**config.mk**
```make
export PLATFORM = sky130hd
export DESIGN_NAME = mas_regs
export DESIGN_NICKNAME = d
export VERILOG_FILES = /design/src/include/mas_pkg.sv /design/src/mas_regs.sv
export VERILOG_INCLUDE_DIRS = /design/src /design/src/include
export SDC_FILE = /design/constraint.sdc
export NUM_CORES = 1
export LEC_CHECK = 0
export BUFFER_PORTS_ARGS = -buffer_cell sky130_fd_sc_hd__buf_2
export CORE_MARGIN = 2
export CORE_UTILIZATION = 28
export CTS_BUF_LIST = sky130_fd_sc_hd__clkbuf_8 sky130_fd_sc_hd__clkbuf_16
export DETAILED_ROUTE_END_ITERATION = 7
export GPL_TIMING_DRIVEN = 0
export PLACE_DENSITY = 0.46
export SKIP_LAST_GASP = 1
export SLEW_MARGIN = 20
export SYNTH_ARGS = -nofsm -noshare
export SYNTH_HDL_FRONTEND = slang
export SYNTH_SLANG_ARGS = --single-unit
```
**constraint.sdc**
```tcl
create_clock -name clk_i -period 6.8 [get_ports clk_i]
set_input_delay 1.02 -clock clk_i [delete_from_list [all_inputs] [get_ports clk_i]]
set_output_delay 1.02 -clock clk_i [all_outputs]
set_load 0.01 [all_outputs]
```
**src/include/mas_defines.svh**
```systemverilog
// register offsets, field positions, reset values and timing for the meter/alert register group
`ifndef MAS_DEFINES_SVH
`define MAS_DEFINES_SVH
// ************************************************************
// register byte offsets
// ************************************************************
`define MAS_ENERGY_LO 8'h12
`define MAS_ENERGY_HI 8'h17
`define MAS_TICK_LO 8'h18
`define MAS_TICK_HI 8'h1b
`define MAS_ALERT_CTRL 8'h1c
`define MAS_CONV_CTRL 8'h1d
`define MAS_STATUS_1 8'h1e
`define MAS_STATUS_2 8'h1f
`define MAS_NVM_CTRL_1 8'h20
`define MAS_NVM_CTRL_2 8'h21
// ************************************************************
// field positions
// ************************************************************
`define MAS_B_ALERT_RAISED 7
`define MAS_B_FORCE_LOW 6
`define MAS_B_REBOOT 7
`define MAS_B_CLEAR 6
`define MAS_B_FREEZE 5
`define MAS_B_SNAP_EN 2
`define MAS_B_GATE_HIGH 1
`define MAS_B_SINGLE_SHOT 0
`define MAS_B_NVM_FAULT_RESTORE 15
`define MAS_B_NVM_DEFAULT_ON 11
// ************************************************************
// reset values
// ************************************************************
`define MAS_NVM_CTRL_RESET 16'hbb02
// ************************************************************
// timing
// ************************************************************
`define MAS_CLK_PERIOD_NS 100
`define MAS_REBOOT_DELAY_MS 3200
`define MAS_NVM_WRITE_MS 5
`endif

```
**src/include/mas_pkg.sv**
```systemverilog
// types shared by the meter/alert register group
package mas_pkg;
  // serial slave states, one-hot
  typedef enum logic [4:0] {
    MAS_IDLE = 5'h01,
    MAS_ADDR = 5'h02,
    MAS_PTR = 5'h04,
    MAS_WDAT = 5'h08,
    MAS_RDAT = 5'h10
  } mas_i2c_e;
  // status flags produced by same-clock logic
  typedef struct packed {
    logic switch_on_cmd;
    logic degraded_switch_cooldown;
    logic switch_short_detected;
    logic output_good;
    logic overcurrent_cooldown;
    logic input_low_flag;
    logic input_high_flag;
  } mas_status_s;
  // pins sampled from outside the clock domain
  typedef struct packed {
    logic scl;
    logic sda;
    logic on_pin;
    logic io3;
    logic io2;
    logic io1;
    logic alert_pin;
  } mas_pins_s;
endpackage

```
**src/mas_regs.sv**
```systemverilog
// meter, alert, converter control, status and nvm default registers behind a two-wire slave
`timescale 1ns/100ps
`default_nettype none
`include "mas_defines.svh"
// What this block does
// - six-byte energy accumulator, read/write, reset zero
// - tick counter counts each accumulated conversion
// - alert flag sticky; host zero clears, one sets
// - force-low bit pulls alert pin low
// - reboot: off, reload defaults, delayed restart
// - clear bit holds accumulator and ticks zero
// - freeze bit stops accumulator and ticks
// - snapshot fault logs on fault rise
// - gate indicator reads zero when gate high
// - single-shot: each rewrite runs one conversion
// - first status byte shows seven switch flags and the on pin level
// - second status byte shows pin levels
// - nvm busy flag high during nvm writes
// - idle flag one when single-shot stopped
// - wrap flags on tick or accumulator overflow
// - nvm top bit restores fault log at boot
// - default-on bit: off or follow on pin
// - first nvm byte's low bits hold retry default 011
// - second nvm byte default 0x02 for control
// - charge select accumulates current, not power
module mas_regs #(
  parameter logic [6:0] DEV_ADDR = 7'h10, // arbitrary default
  parameter int unsigned REBOOT_CYCLES =
    32'(64'(`MAS_REBOOT_DELAY_MS) * 64'd1000000 / 64'(`MAS_CLK_PERIOD_NS)),
  parameter int unsigned NVM_CYCLES =
    32'(64'(`MAS_NVM_WRITE_MS) * 64'd1000000 / 64'(`MAS_CLK_PERIOD_NS))
) (
  input wire logic clk_i,
  input wire logic rst_b_i,
  input wire mas_pkg::mas_pins_s pins_i,
  output logic sda_o,
  output logic sda_oe_o,
  output logic alert_o,
  output logic alert_oe_o,
  input wire mas_pkg::mas_status_s status_i,
  input wire logic gate_above_thr_i,
  input wire logic alert_event_i,
  input wire logic conv_done_i,
  input wire logic charge_count_sel_i,
  input wire logic [23:0] power_i,
  input wire logic [23:0] current_i,
  input wire logic [7:0] fault_log_i,
  input wire logic [7:0] conv_alert_log_i,
  output logic conv_run_o,
  output logic switch_enable_o,
  output logic nvm_reload_o,
  output logic fault_restore_o,
  output logic [7:0] nvm_fault_snapshot_o,
  output logic [7:0] nvm_conv_alert_snapshot_o,
  output logic fault_mask_default_o,
  output logic [2:0] retry_default_o,
  output logic [7:0] control2_default_o
);
  // ************************************************************
  // pin synchronisers
  // ************************************************************
  mas_pkg::mas_pins_s pin_meta; // first stage only
  mas_pkg::mas_pins_s pin_s; // usable copy
  logic scl_q; // delayed scl for edges
  logic sda_q; // delayed sda for edges
  // two flops per pin, then an edge reference stage
  always_ff @(posedge clk_i or negedge rst_b_i) begin
    if (!rst_b_i) begin
      pin_meta <= '1;
      pin_s <= '1;
      scl_q <= 1'b1;
      sda_q <= 1'b1;
    end else begin
      pin_meta <= pins_i;
      pin_s <= pin_meta;
      scl_q <= pin_s.scl;
      sda_q <= pin_s.sda;
    end
  end
  logic scl_rise, scl_fall, bus_start, bus_stop;
  assign scl_rise = pin_s.scl & ~scl_q;
  assign scl_fall = ~pin_s.scl & scl_q;
  assign bus_start = pin_s.scl & scl_q & sda_q & ~pin_s.sda;
  assign bus_stop = pin_s.scl & scl_q & ~sda_q & pin_s.sda;
  // ************************************************************
  // two-wire slave
  // ************************************************************
  mas_pkg::mas_i2c_e st; // slave state
  logic [3:0] bit_cnt; // bit within byte, 8 is ack slot
  logic [7:0] rx; // incoming shift
  logic [7:0] tx; // outgoing shift
  logic [7:0] ptr; // register pointer
  logic rd_dir; // read transfer
  logic host_ack; // host acked last read byte
  logic wr_stb; // one-cycle register write
  logic [7:0] wr_addr;
  logic [7:0] wr_data;
  logic [7:0] rd_data; // byte at pointer
  // bus sequencing: sample on rise, change sda on fall
  always_ff @(posedge clk_i or negedge rst_b_i) begin
    if (!rst_b_i) begin
      st <= mas_pkg::MAS_IDLE;
      bit_cnt <= 4'h0;
      rx <= 8'h00;
      tx <= 8'h00;
      ptr <= 8'h00;
      rd_dir <= 1'b0;
      host_ack <= 1'b0;
      sda_oe_o <= 1'b0;
      wr_stb <= 1'b0;
      wr_addr <= 8'h00;
      wr_data <= 8'h00;
    end else begin
      wr_stb <= 1'b0;
      if (bus_start) begin
        st <= mas_pkg::MAS_ADDR;
        bit_cnt <= 4'hf; // wait out the start's own clock fall
        sda_oe_o <= 1'b0;
      end else if (bus_stop) begin
        st <= mas_pkg::MAS_IDLE;
        sda_oe_o <= 1'b0;
      end else if (st != mas_pkg::MAS_IDLE) begin
        if (scl_rise) begin
          if (bit_cnt < 4'h8) begin
            rx <= {rx[6:0], pin_s.sda};
          end else begin
            host_ack <= ~pin_s.sda;
          end
        end else if (scl_fall) begin
          if (bit_cnt == 4'hf) begin
            // fall closing the start is not a bit
            bit_cnt <= 4'h0;
          end else if (bit_cnt < 4'h7) begin
            bit_cnt <= bit_cnt + 4'h1;
            if (st == mas_pkg::MAS_RDAT) begin
              tx <= {tx[6:0], 1'b0};
              sda_oe_o <= ~tx[6];
            end
          end else if (bit_cnt == 4'h7) begin
            // ack slot: slave acks its own address and every written byte
            bit_cnt <= 4'h8;
            case (st)
              mas_pkg::MAS_ADDR: begin
                if (rx[7:1] == DEV_ADDR) begin
                  sda_oe_o <= 1'b1;
                  rd_dir <= rx[0];
                end else begin
                  st <= mas_pkg::MAS_IDLE;
                  sda_oe_o <= 1'b0;
                end
              end
              mas_pkg::MAS_PTR: begin
                sda_oe_o <= 1'b1;
                ptr <= rx;
              end
              mas_pkg::MAS_WDAT: begin
                sda_oe_o <= 1'b1;
                wr_stb <= 1'b1;
                wr_addr <= ptr;
                wr_data <= rx;
                ptr <= ptr + 8'h01;
              end
              default: begin
                sda_oe_o <= 1'b0;
              end
            endcase
          end else begin
            // after ack slot: pick next byte phase
            bit_cnt <= 4'h0;
            sda_oe_o <= 1'b0;
            case (st)
              mas_pkg::MAS_ADDR: begin
                if (rd_dir) begin
                  st <= mas_pkg::MAS_RDAT;
                  tx <= rd_data;
                  sda_oe_o <= ~rd_data[7];
                  ptr <= ptr + 8'h01;
                end else begin
                  st <= mas_pkg::MAS_PTR;
                end
              end
              mas_pkg::MAS_PTR: begin
                st <= mas_pkg::MAS_WDAT;
              end
              mas_pkg::MAS_RDAT: begin
                if (host_ack) begin
                  tx <= rd_data;
                  sda_oe_o <= ~rd_data[7];
                  ptr <= ptr + 8'h01;
                end else begin
                  st <= mas_pkg::MAS_IDLE;
                end
              end
              default: begin
                st <= st;
              end
            endcase
          end
        end
      end
    end
  end
  assign sda_o = 1'b0;
  // ************************************************************
  // control registers
  // ************************************************************
  logic alert_raised, force_low, acc_clear, acc_freeze, snap_en, single_shot, shot_pend;
  logic reboot_req; // one-cycle reboot command
  logic ctrl_wr; // write of converter control
  assign ctrl_wr = wr_stb && (wr_addr == `MAS_CONV_CTRL);
  // alert control: event set wins over a host clear
  always_ff @(posedge clk_i or negedge rst_b_i) begin
    if (!rst_b_i) begin
      alert_raised <= 1'b0;
      force_low <= 1'b0;
    end else begin
      if (wr_stb && (wr_addr == `MAS_ALERT_CTRL)) begin
        alert_raised <= wr_data[`MAS_B_ALERT_RAISED] | alert_event_i;
        force_low <= wr_data[`MAS_B_FORCE_LOW];
      end else if (alert_event_i) begin
        alert_raised <= 1'b1;
      end
    end
  end
  // alert pin: open drain, low on alert or forced
  assign alert_o = 1'b0;
  assign alert_oe_o = force_low | alert_raised;
  // converter and meter control
  always_ff @(posedge clk_i or negedge rst_b_i) begin
    if (!rst_b_i) begin
      acc_clear <= 1'b0;
      acc_freeze <= 1'b0;
      snap_en <= 1'b0;
      single_shot <= 1'b0;
      shot_pend <= 1'b0;
      reboot_req <= 1'b0;
    end else begin
      reboot_req <= ctrl_wr & wr_data[`MAS_B_REBOOT];
      if (ctrl_wr) begin
        acc_clear <= wr_data[`MAS_B_CLEAR];
        acc_freeze <= wr_data[`MAS_B_FREEZE];
        snap_en <= wr_data[`MAS_B_SNAP_EN];
        single_shot <= wr_data[`MAS_B_SINGLE_SHOT];
        // a rewrite with the bit already set arms one conversion
        shot_pend <= wr_data[`MAS_B_SINGLE_SHOT] & single_shot;
      end else if (conv_done_i) begin
        shot_pend <= 1'b0;
      end
    end
  end
  assign conv_run_o = ~single_shot | shot_pend;
  // ************************************************************
  // energy accumulator and tick counter
  // ************************************************************
  logic [47:0] energy; // energy_accumulator
  logic [31:0] ticks; // conversion_tick_count
  logic tick_wrapped, acc_wrapped;
  logic acc_en; // sample accumulated this cycle
  logic [48:0] acc_sum;
  logic [2:0] e_idx;
  logic [1:0] t_idx;
  assign acc_en = conv_done_i & ~acc_clear & ~acc_freeze;
  // charge select swaps in current for power
  assign acc_sum = {1'b0, energy} + {25'h0, (charge_count_sel_i ? current_i : power_i)};
  assign e_idx = 3'(wr_addr - `MAS_ENERGY_LO);
  assign t_idx = 2'(wr_addr - `MAS_TICK_LO);
  // accumulator: clear holds zero, host byte write beats a sample
  always_ff @(posedge clk_i or negedge rst_b_i) begin
    if (!rst_b_i) begin
      energy <= 48'h0;
    end else if (acc_clear) begin
      energy <= 48'h0;
    end else if (wr_stb && wr_addr >= `MAS_ENERGY_LO && wr_addr <= `MAS_ENERGY_HI) begin
      energy[8 * (3'd5 - e_idx) +: 8] <= wr_data;
    end else if (acc_en) begin
      energy <= acc_sum[47:0];
    end
  end
  // tick counter follows the accumulator's enables
  always_ff @(posedge clk_i or negedge rst_b_i) begin
    if (!rst_b_i) begin
      ticks <= 32'h0;
    end else if (acc_clear) begin
      ticks <= 32'h0;
    end else if (wr_stb && wr_addr >= `MAS_TICK_LO && wr_addr <= `MAS_TICK_HI) begin
      ticks[8 * (2'd3 - t_idx) +: 8] <= wr_data;
    end else if (acc_en) begin
      ticks <= ticks + 32'h1;
    end
  end
  // wrap flags stay until the clear bit
  always_ff @(posedge clk_i or negedge rst_b_i) begin
    if (!rst_b_i) begin
      tick_wrapped <= 1'b0;
      acc_wrapped <= 1'b0;
    end else if (acc_clear) begin
      tick_wrapped <= 1'b0;
      acc_wrapped <= 1'b0;
    end else begin
      if (acc_en && ticks == 32'hffffffff) begin
        tick_wrapped <= 1'b1;
      end
      if (acc_en && acc_sum[48]) begin
        acc_wrapped <= 1'b1;
      end
    end
  end
  // ************************************************************
  // nvm defaults, snapshot, boot and reboot
  // ************************************************************
  logic [15:0] nvm_ctrl; // nvm_default_control
  logic [31:0] nvm_cnt; // remaining nvm write cycles
  logic nvm_busy;
  logic [7:0] fault_q; // previous fault log
  logic snap_take;
  logic booted; // first cycle after reset seen
  logic [31:0] reboot_cnt; // remaining off time
  logic nvm_wr;
  assign nvm_busy = nvm_cnt != 32'h0;
  assign nvm_wr = wr_stb && !nvm_busy &&
    (wr_addr == `MAS_NVM_CTRL_1 || wr_addr == `MAS_NVM_CTRL_2);
  assign snap_take = snap_en && ((fault_log_i & ~fault_q) != 8'h00);
  // nvm words and write timer
  always_ff @(posedge clk_i or negedge rst_b_i) begin
    if (!rst_b_i) begin
      nvm_ctrl <= `MAS_NVM_CTRL_RESET;
      nvm_cnt <= 32'h0;
      fault_q <= 8'h00;
      nvm_fault_snapshot_o <= 8'h00;
      nvm_conv_alert_snapshot_o <= 8'h00;
    end else begin
      fault_q <= fault_log_i;
      if (nvm_wr) begin
        if (wr_addr == `MAS_NVM_CTRL_1) begin
          nvm_ctrl[15:8] <= wr_data;
        end else begin
          nvm_ctrl[7:0] <= wr_data;
        end
      end
      if (snap_take) begin
        nvm_fault_snapshot_o <= fault_log_i;
        nvm_conv_alert_snapshot_o <= conv_alert_log_i;
      end
      if (nvm_wr || snap_take) begin
        nvm_cnt <= NVM_CYCLES;
      end else if (nvm_busy) begin
        nvm_cnt <= nvm_cnt - 32'h1;
      end
    end
  end
  assign fault_mask_default_o = nvm_ctrl[`MAS_B_NVM_FAULT_RESTORE];
  assign retry_default_o = nvm_ctrl[10:8];
  assign control2_default_o = nvm_ctrl[7:0];
  // boot pulse, reboot off-time and reload
  always_ff @(posedge clk_i or negedge rst_b_i) begin
    if (!rst_b_i) begin
      booted <= 1'b0;
      reboot_cnt <= 32'h0;
      nvm_reload_o <= 1'b0;
      fault_restore_o <= 1'b0;
    end else begin
      booted <= 1'b1;
      nvm_reload_o <= reboot_req;
      fault_restore_o <= (~booted | (reboot_cnt == 32'h1)) &
        nvm_ctrl[`MAS_B_NVM_FAULT_RESTORE];
      if (reboot_req) begin
        reboot_cnt <= REBOOT_CYCLES;
      end else if (reboot_cnt != 32'h0) begin
        reboot_cnt <= reboot_cnt - 32'h1;
      end
    end
  end
  assign switch_enable_o = (reboot_cnt == 32'h0) & booted &
    nvm_ctrl[`MAS_B_NVM_DEFAULT_ON] & pin_s.on_pin;
  // ************************************************************
  // read mux
  // ************************************************************
  always_comb begin
    rd_data = 8'h00;
    if (ptr >= `MAS_ENERGY_LO && ptr <= `MAS_ENERGY_HI) begin
      rd_data = energy[8 * (3'd5 - 3'(ptr - `MAS_ENERGY_LO)) +: 8];
    end else if (ptr >= `MAS_TICK_LO && ptr <= `MAS_TICK_HI) begin
      rd_data = ticks[8 * (2'd3 - 2'(ptr - `MAS_TICK_LO)) +: 8];
    end else if (ptr == `MAS_ALERT_CTRL) begin
      rd_data = {alert_raised, force_low, 6'h00};
    end else if (ptr == `MAS_CONV_CTRL) begin
      rd_data = {1'b0, acc_clear, acc_freeze, 2'h0, snap_en, ~gate_above_thr_i,
        single_shot};
    end else if (ptr == `MAS_STATUS_1) begin
      rd_data = {status_i.switch_on_cmd, status_i.degraded_switch_cooldown,
        status_i.switch_short_detected, pin_s.on_pin, status_i.output_good,
        status_i.overcurrent_cooldown, status_i.input_low_flag,
        status_i.input_high_flag};
    end else if (ptr == `MAS_STATUS_2) begin
      rd_data = {pin_s.io3, pin_s.io2, pin_s.io1, pin_s.alert_pin, nvm_busy,
        single_shot & ~shot_pend, tick_wrapped, acc_wrapped};
    end else if (ptr == `MAS_NVM_CTRL_1) begin
      rd_data = nvm_ctrl[15:8];
    end else if (ptr == `MAS_NVM_CTRL_2) begin
      rd_data = nvm_ctrl[7:0];
    end
  end
  // ************************************************************
  // assertions
  // ************************************************************
  property p_alert_set;
    @(posedge clk_i) disable iff (!rst_b_i) alert_event_i |=> alert_raised;
  endproperty
  a_alert_set: assert property (p_alert_set) else $error("alert flag not set");
  property p_force_low;
    @(posedge clk_i) disable iff (!rst_b_i) force_low |-> alert_oe_o && !alert_o;
  endproperty
  a_force_low: assert property (p_force_low) else $error("alert pin not low");
  property p_clear_hold;
    @(posedge clk_i) disable iff (!rst_b_i) acc_clear [*2] |-> energy == 48'h0 && ticks == 32'h0;
  endproperty
  a_clear_hold: assert property (p_clear_hold) else $error("clear did not hold zero");
  property p_freeze;
    @(posedge clk_i) disable iff (!rst_b_i) acc_freeze && !acc_clear && !wr_stb |=> $stable(ticks);
  endproperty
  a_freeze: assert property (p_freeze) else $error("tick moved while frozen");
  property p_tick_inc;
    @(posedge clk_i) disable iff (!rst_b_i)
      acc_en && !wr_stb |=> ticks == $past(ticks) + 32'h1;
  endproperty
  a_tick_inc: assert property (p_tick_inc) else $error("tick did not count");
  property p_energy_add;
    @(posedge clk_i) disable iff (!rst_b_i)
      acc_en && !wr_stb |=> energy == $past(acc_sum[47:0]);
  endproperty
  a_energy_add: assert property (p_energy_add) else $error("sample not accumulated");
  property p_shot;
    @(posedge clk_i) disable iff (!rst_b_i)
      single_shot && shot_pend && conv_done_i && !ctrl_wr |=> !conv_run_o;
  endproperty
  a_shot: assert property (p_shot) else $error("single shot did not stop");
  property p_nvm_busy;
    @(posedge clk_i) disable iff (!rst_b_i) snap_take |=> nvm_busy [*8];
  endproperty
  a_nvm_busy: assert property (p_nvm_busy) else $error("nvm busy dropped early");
  property p_reboot_off;
    @(posedge clk_i) disable iff (!rst_b_i) reboot_req |-> ##1 nvm_reload_o ##0 !switch_enable_o;
  endproperty
  a_reboot_off: assert property (p_reboot_off) else $error("reboot did not switch off");
endmodule
`default_nettype wire

```
Word-level counts from Yosys, hierarchy flattened
Index checks and enable logic that the tools add are counted.
{ "op_classes": {"magnitude_cmp": 10, "shifts": 6, "add_sub_neg": 16, "bitwise_logic": 41, "n_reduce_logical": 47, "n_mux": 84, "n_eq_ne": 36} }
{ "op_table": {"columns": ["cell", "count"], "rows": [
  ["$mux W32", 7],
  ["$mux W48", 3],
  ["$mux W8", 11],
  ["$neg A32 Y34", 2],
  ["$reduce_bool A32 Y1", 2],
  ["$sub A32 B1 Y32 const B", 2],
  ["$mux W5", 12],
  ["$add A48 B24 Y49", 1],
  ["$bwmux W48", 1],
  ["$eq A8 B5 Y1 const B", 6],
  ["$shift A8 B34 Y48 const A", 1],
  ["$shiftx A48 B33 Y8", 1],
  ["$shiftx A8 B34 Y48", 1],
  ["$mux W7", 5],
  ["$shift A8 B34 Y32 const A", 1],
  ["$shiftx A8 B34 Y32", 1],
  ["$shiftx A32 B33 Y8", 1],
  ["$add A32 B1 Y32 const B", 1],
  ["$bwmux W32", 1],
  ["$eq A32 B1 Y1 const B", 1],
  ["$eq A32 B32 Y1 const B", 1],
  ["$eq A8 B6 Y1 const B", 4],
  ["$ge A8 B5 Y1 const B", 4],
  ["$le A8 B5 Y1 const B", 4],
  ["other kinds (51)", 166]
]} }
{ "word_totals": {"wordCells": 289, "input_bits": 84, "out_inout_bits": 36, "reg_bits": 265} }

Longest topological paths before layout
Gate-level depths: netlist of the first run.
{ "depth": {"depth_word": 20, "mapped_depth": 14, "depth_no_buf": 12} }

Worst setup path after synthesis of the first run
Ideal clock, no wire load.
{ "synth_timing": {"kind": "input to register", "startpoint": "input charge_count_sel_i", "endpoint": "register energy[47]", "path_slack_ns": 2.374, "path_buffers": 4, "setup_ns": 0.121, "t_arrival_ns": 4.305, "t_required_ns": 6.679, "stages": 13, "cell_sequence": "clkbuf_1 > clkbuf_1 > mux2_2 > ha_1 > clkbuf_1 > a21o_1 > a221o_1 > a41o_1 > a2111o_1 > o21bai_1 > clkbuf_1 > o41ai_1 > a22o_1"} }
{ "synth_between": {"elab_chain_cells": 5} }
{ "synth_lines": {"columns": ["item", "line_no", "text"], "rows": [
  ["from (decl)", "mas_regs.sv:44", "input wire logic charge_count_sel_i,"],
  ["$mux W24", "mas_regs.sv:264", "assign acc_sum = {1'b0, energy} + {25'h0, (charge_count_sel_i ? current_i : power_i)};"],
  ["$add A48 B24 Y49", "mas_regs.sv:264", null],
  ["$mux W48", "mas_regs.sv:275", "end else if (acc_en) begin"],
  ["$mux W48", "mas_regs.sv:273", "end else if (wr_stb && wr_addr >= `MAS_ENERGY_LO && wr_addr <= `MAS_ENERGY_HI) begin"],
  ["$mux W48", "mas_regs.sv:271", "end else if (acc_clear) begin"],
  ["to (signal, indexed assignment)", "mas_regs.sv:274", "energy[8 * (3'd5 - e_idx) +: 8] <= wr_data;"],
  ["to (signal assigned)", "mas_regs.sv:276", "energy <= acc_sum[47:0];"],
  ["to (decl)", "mas_regs.sv:255", "logic [47:0] energy;"]
]} }
Every way passes these cells. The select of a mux whose other input is x is not followed.
A chain may end at the register's enable or synchronous reset.

Final worst setup path of the first run
{ "layout_timing": {"startpoint": "register wr_addr[0]", "endpoint": "register energy[26]"} }
{ "layout_between": {"elab_chain_cells": 7, "word_cells_on_any_way": 13, "classes_between": "3 x add/sub; 2 x order compare; 2 x shift; 3 x mux; 3 x reduce/logical"} }
{ "layout_lines": {"columns": ["item", "line_no", "text"], "rows": [
  ["from (decl)", "mas_regs.sv:96", "logic [7:0] wr_addr;"],
  ["from (signal assigned)", "mas_regs.sv:159", "wr_addr <= ptr;"],
  ["$sub A3 B2 Y3 (no line)", null, null],
  ["$sub A3 B3 Y4", "mas_regs.sv:274", null],
  ["$neg A32 Y34", "mas_regs.sv:274", null],
  ["$shiftx A8 B34 Y48 / $shift A8 B34 Y48 (equally long branches)", "mas_regs.sv:274", null],
  ["$bwmux W48", "mas_regs.sv:274", null],
  ["$mux W48", "mas_regs.sv:273", null],
  ["$mux W48", "mas_regs.sv:271", null]
]} }
Several ways; a longest one is shown, not always the timed one.

==> impl_metrics.tcl, run 1 <==
set metrics [dict create \
    clock_latency_ns 0.55 \
    cts-root-buf "clkbuf_16" \
    antenna_found_initial 2 \
    post-place-ws_ns 1.22 \
    netlist_top_cells_area "dfrtp_1 38%, mux2_2 5.7%, o21ai_0 4.1%" \
    yosysTopAreaCellShare_pct 37.5 \
    p_seq_share_pct 37.0 \
    area_delta_synth_final_pct 17.9 \
    worst_slack_ns 1.11 \
    peakVddDrop_mv 0.136 \
    r2r-start "wr_addr[0]" \
    avgSynthCellArea_um2 9.26 \
    power_density_mw_per_mm2 297 \
    path_max_fanout 10 \
    synth_top_family_by_area "simple AND/OR/NAND/NOR gates" \
    die_area_mm2 0.0593 \
    synth_top_flop_cell "dfrtp_1" \
    n_fill_cell 5903 \
    synthArstFlopShare_pct 100 \
    drt-wirelength-per-cell_um 21.4 \
    grt_max_degree 96 \
    grt_util_all_layers_pct 19.0 \
    place_area_mm2 0.0177 \
    die_y_um 244 \
    p_clk_share_pct 34.7 \
    overflow 0 \
    cts_buffer_depth 3 \
    coreArea_mm2 0.0566 \
    io_buffer_count 116 \
    intPower_uw 3650 \
    maxCapViolCount 0 \
    drtIter0Drc 1209 \
    swShare_pct 35.2 \
    drt_wl_total_um 57300 \
    cp-end-kind "flip-flop" \
    numCtsBuffers 35 \
    slew_headroom_pct 25.2 \
    nNetsFinal 2026 \
    fmax_mhz 176 \
    synth-simple-area-share_pct 20.8 \
    synth_xor_xnor_area_share_pct 3.76 \
    start_util_pct 28.4 \
    clock_skew_ns 0.0245 \
    worstMarginPinSlew_ns 1.12 \
    ctsResizeCount 0 \
    min_path_type "flip-flop to flip-flop" \
    grt_pass1_wl_um 88000 \
    status "complete, no violations" \
    cp-startpoint "wr_addr[0]" \
    clock-sinks 265 \
    gp_congestion 0.939 \
    cts_setup_buffers 0 \
    p_sw_uw 1980 \
    synth-seq-cells 265 \
    synth_mux_area_share_pct 8.04 \
    viasPerCell 5.44 \
    rows 87 \
    drv_slew 0 \
    hold_ws_ns 0.351 \
    drc 0 \
    fin_area_mm2 0.0189 \
    synth_edf_count 0 \
    fin_util_pct 33.5 \
    die_w_um 244 \
    antennaDiodeCount 0 \
    finalCriticalPeriod_ns 5.69 \
    cts_tree "yes" \
    clock_tree.htree_level_count 2 \
    arrival_ns 6.14 \
    grt_pass1_vias 14069 \
    synthCells 1734 \
    crit_type "flip-flop to flip-flop" \
    ys_types 85 \
    yosysTopAreaCell "dfrtp_1" \
    min_from "pin_meta[2]" \
    firstDrtPassIters 5 \
    p_comb_share_pct 28.3 \
    yosysWarnings 0 \
    cts_hold_buf 0 \
    place_hpwl_um 42300 \
    yosysSeqAreaShare_pct 41.5 \
    synth_compound_area_share_pct 18.5 \
    start_kind "flip-flop" \
    io_pins 120 \
    netlist_area_mm2 0.0161 \
    ant_nets 0 \
    synthAdderAreaFrac_pct 3.86 \
    drive_gt1_share_pct 18.6 \
    crit_required_ns 7.24 \
    setup_viol 0 \
    rsz0062_at_grt "no" \
    p_leak_uw 0.00804 \
    vias 14554 \
    period_share_pct 83.7 \
    clk_pin_slew_ns 0.06 \
    finalHoldViolCount 0 \
]
-- critical path: stages (launching register included) --
cell      delay (ns)
dfrtp_1         0.54
clkbuf_1        0.47
clkbuf_1        0.48
buf_1           0.69
nand2_1         0.17
ha_1            0.35
or4b_2          0.62
a211o_1         0.29
nor4_1          0.69
and2_1          0.36
nor2b_1         0.53
nand3_1         0.21
o211ai_1        0.17
-- power by group through the flow --
stage / Clock (uW) / Combinational (uW) / Sequential (uW)
finish: 1960 / 1590 / 2090
global route: 2070 / 1780 / 2110
CTS: 2020 / 1600 / 2080
detailed placement: 0 / 1590 / 2110
global placement: 0 / 1560 / 2110
floorplan: 0 / 1180 / 1940
-- synth_stat cells, drive strengths merged (21+ instances only) --
cell type / instances
a21oi: 112
a22oi: 22
a31oi: 21
and2: 21
and3: 26
buf: 27
clkbuf: 66
dfrtp: 241
dfstp: 24
ha: 48
inv: 42
mux2: 82
nand2: 134
nand3: 52
nor2: 167
nor3: 59
nor4: 26
o21ai: 133
o22ai: 21
xnor2: 49
-- placed cells by master, fill, tap and decap left out, types with 11 or more instances in the layout --
cell type / n
ha_1: 48
o211ai_1: 14
or2_2: 14
nor2b_1: 20
and2_1: 20
nand4_1: 15
o21ai_0: 131
nor2_1: 166
clkbuf_16: 35
dfstp_2: 24
inv_1: 47
nand3_1: 51
xor2_1: 20
mux2_2: 82
o31ai_1: 12
nor4_1: 24
and4_1: 12
a22oi_1: 22
or3_1: 16
a21oi_1: 112
o22ai_1: 21
a32oi_1: 11
nand2_1: 131
buf_2: 120
a31oi_1: 21
buf_4: 15
mux4_2: 15
dfrtp_1: 241
xnor2_1: 49
clkbuf_1: 66
a211oi_1: 16
and3_1: 26
nor3b_1: 13
or4_1: 19
nor3_1: 58
nand2b_1: 20
a21o_1: 18
-- logic make-up after synthesis --
group | after synthesis
AND/OR/NAND/NOR | 645
other | 2
buffers and inverters | 136
XOR/XNOR | 69
multiplexers | 100
AO/OA/AOI/OAI | 468
flip-flops | 265
adder cells (fa/ha/maj) | 49
-- metal layers --
| layer | wire, um | share of wire, % | track usage [%] |
|---|---|---|---|
| met5 | 0 | 0 | 0 |
| met4 | 1820 | 3.2 | 6.37 |
| met3 | 3560 | 6.2 | 3.15 |
| met2 | 25400 | 44 | 29.7 |
| met1 | 26500 | 46 | 26.7 |
-- per-stage QoR --
step | power, uW | std cells | TNS [ns]
finish | 5640 | 2675 | 0
CTS | 5700 | 2675 | 0
global placement | 3670 | 2607 | -157.57
global route | 5960 | 2675 | 0
detailed placement | 3700 | 2612 | 0
floorplan | 3120 | 1735 | 0
-- flip-flops by register name, summed over array words and instances, names as in the netlist, 4 cells and up --
name	flops
energy	48
nvm_cnt	32
reboot_cnt	32
ticks	32
nvm_ctrl	16
fault_q	8
nvm_conv_alert_snapshot_o	8
nvm_fault_snapshot_o	8
ptr	8
rx	8
wr_addr	8
wr_data	8
pin_meta	7
pin_s	7
tx	7
st	5
bit_cnt	4
-- cell type report --
| cell class | instances | area (um2) | area share (%) |
|---|---|---|---|
| multi-input combinational | 1334 | 8870 | 46.8 |
| sequential | 265 | 6660 | 35.2 |
| clock buffer | 43 | 986 | 5.20 |
| tap | 756 | 946 | 4.99 |
| timing repair buffer | 121 | 686 | 3.62 |
| buffer | 93 | 407 | 2.15 |
| clock inverter | 20 | 226 | 1.20 |
| inverter | 43 | 161 | 0.852 |
-- path summary, 6_finish.rpt --
kind | depth (start not counted) | slack, ns | endpoint
worst max-delay path | 12 | 1.11 | energy[26]
worst min-delay path | 0 | 0.35 | pin_s[2]
worst max register to register | 12 | 1.11 | energy[26]
worst min register to register | 0 | 0.35 | pin_s[2]
max in group asynchronous | 3 | 5.42 | pin_s[4]
min in group asynchronous | 2 | 0.50 | st[3]
(Power assumes the default switching activity.)
==> run 2, diff against run 1 <==
ABC_AREA = 1   (was not set)
PLACE_DENSITY = 0.47   (was 0.46)
clock period = 4.9 ns   (was 6.8 ns; I/O delays follow)
==> run 2 against run 1 <==
First-iteration DRC count is 42% higher. Power rose by 54%. Routed wire length is 24% higher. Clock skew is 0.0040 ns lower. Critical path type unchanged.
==> impl_metrics.tcl, run 2 <==
set metrics [dict create \
    vias 19021 \
    grt_pass1_wl_um 110000 \
    die_y_um 264 \
    clk_pin_slew_ns 0.06 \
    status "complete, no violations" \
    slew_headroom_pct 42.9 \
    p_leak_uw 0.0111 \
    cp-end-kind "flip-flop" \
    clock-sinks 265 \
    place_area_mm2 0.0207 \
    fmax_mhz 273 \
    min_path_type "input port to asynchronous set/reset pin" \
    place_hpwl_um 56300 \
    synth-seq-cells 265 \
    coreArea_mm2 0.0672 \
    largest_reg_flops 48 \
    peakVddDrop_mv 0.191 \
    drc 0 \
    maxCapViolCount 0 \
    worstPathCellList "inv_1 -> clkbuf_1 -> ha_1 -> inv_1 -> nand2_1 -> nand2_1 -> o211ai_1 -> a31oi_1 -> nand3_1 -> nand2_1 -> nand2_1" \
    synthArstFlopShare_pct 100 \
    yosysTopAreaCellShare_pct 31.8 \
    viasPerCell 4.86 \
    drive_gt1_share_pct 11.2 \
    clock_latency_ns 0.55 \
    fin_util_pct 32.5 \
    finalCriticalPeriod_ns 3.66 \
    period_share_pct 74.7 \
    grt_util_all_layers_pct 20.3 \
    yosysMostFrequentCell "nand2_1" \
    netlist_top_cells_area "dfrtp_1 32%, nand2_1 18%, inv_1 6.8%" \
    fin_area_mm2 0.0219 \
    area_delta_synth_final_pct 15.2 \
    io_pins 120 \
    yosysWarnings 0 \
    yosysTopAreaCell "dfrtp_1" \
    crit_family "buffers and inverters" \
    ctsResizeCount 0 \
    cts_hold_buf 0 \
    gp_congestion 0.951 \
    drtIter0Drc 1720 \
    worst_path_max_delay_cell "clkbuf_1" \
    setup_viol 0 \
    die_area_mm2 0.0698 \
    synthTopCellsByCount "887 x nand2_1, 345 x inv_1, 313 x nor2_1, 241 x dfrtp_1, 226 x nand3_1" \
    worstMarginPinSlew_ns 0.857 \
    rsz0062_at_grt "no" \
    synthCells 2856 \
    hold_ws_ns 0.0388 \
    synth_edf_count 0 \
    worst-path-buf-inv 3 \
    numCtsBuffers 35 \
    largest_register "energy" \
    synth_top_flop_cell "dfrtp_1" \
    avgSynthCellArea_um2 6.64 \
    grt_max_degree 89 \
    io_buffer_count 116 \
    power_density_mw_per_mm2 397 \
    crit_required_ns 5.32 \
    ant_nets 0 \
    nNetsFinal 3146 \
    layout_commonest_cell "nand2_1" \
    cts_tree "yes" \
    path_max_fanout 12 \
    layout_common_cells "887 x nand2_1, 353 x inv_1, 313 x nor2_1" \
    finalHoldViolCount 0 \
    antennaDiodeCount 0 \
    rows 95 \
    cpPeakStageDelay_ns 0.70 \
    overflow 0 \
    start_kind "flip-flop" \
    drt_wl_total_um 70900 \
    netlist_area_mm2 0.0190 \
    yosysSeqAreaShare_pct 35.1 \
    cts-root-buf "clkbuf_16" \
    cts_setup_buffers 0 \
    grt_pass1_vias 18256 \
    drt-wirelength-per-cell_um 18.1 \
    firstDrtPassIters 6 \
    ys_types 58 \
    worst_path_most_repeated_cell "nand2_1" \
    antenna_found_initial 1 \
    drv_slew 0 \
    arrival_ns 4.08 \
    crit_type "flip-flop to flip-flop" \
    start_util_pct 28.2 \
    die_w_um 264 \
    cts_buffer_depth 3 \
    clock_skew_ns 0.0205 \
    clock_tree.htree_level_count 2 \
]
## run 2: cell types whose count changed after synthesis, moves of 36 or more
cell	delta
nor2_1	+147
nand3_1	+175
nand2_1	+756
inv_1	+303
mux2_2	-50
o21ai_0	+58
nand4_1	+36
## run 2: cell families (layout without fill, tap and decap cells)
logic type	count (synthesis)	after routing	share of synthesized area, %
buffers and inverters	439	619	9.21
XOR/XNOR	62	62	3.06
adder cells (fa/ha/maj)	49	49	3.27
flip-flops	265	265	35.1
multiplexers	32	32	1.90
other	2	3	0.0396
AND/OR/NAND/NOR	1643	1643	37.0
AO/OA/AOI/OAI	364	364	10.4
## run 2: path summary, 6_finish.rpt
| check | startpoint | endpoint | slack (ns) | depth (start not counted) |
|---|---|---|---|---|
| hold / removal | rst_b_i | energy[19] | 0.04 | 1 |
| hold reg to reg | pin_meta[2] | pin_s[2] | 0.35 | 0 |
| min in group clk_i | pins_i[0] | pin_meta[0] | 0.28 | 1 |
| setup / recovery | ptr[1] | tx[2] | 1.24 | 11 |
| setup reg to reg | ptr[1] | tx[2] | 1.24 | 11 |
| max in group asynchronous | rst_b_i | pin_meta[6] | 3.73 | 3 |
## run 2: report_power, final
group	total (uW)	switching, uW	internal (uW)
Sequential	2840	352	2490
Combinational	3300	2300	995
Clock	2540	1050	1500
Total	8680	3700	4980
## run 2: layout make-up
class / count / area (um2)
clock inverters: 24 / 216
plain buffers: 82 / 407
inverters: 357 / 1340
multi-input cells: 2153 / 10600
well taps: 873 / 1090
flip-flops and latches: 265 / 6660
repair buffers: 119 / 673
clock buffers: 37 / 903
fillers: 7405 / 45300
## run 2: stage by stage
step           power (uW)  cells  setup slack, ns  TNS, ns
4_1_cts              8730   3910             1.31        0
6_report             8680   3910             1.24        0
2_1_floorplan        4890   2857             1.76        0
3_5_place_dp         6120   3849            0.745        0
5_1_grt              9290   3910            0.979        0
3_3_place_gp         6120   3846            -2.39  -572.51
## run 2: per-layer routing
layer / wire (um) / global-route usage, %
met5: 13 / 0
met4: 1930 / 5.93
met1: 34300 / 29.1
met3: 3690 / 2.95
met2: 31000 / 31.7
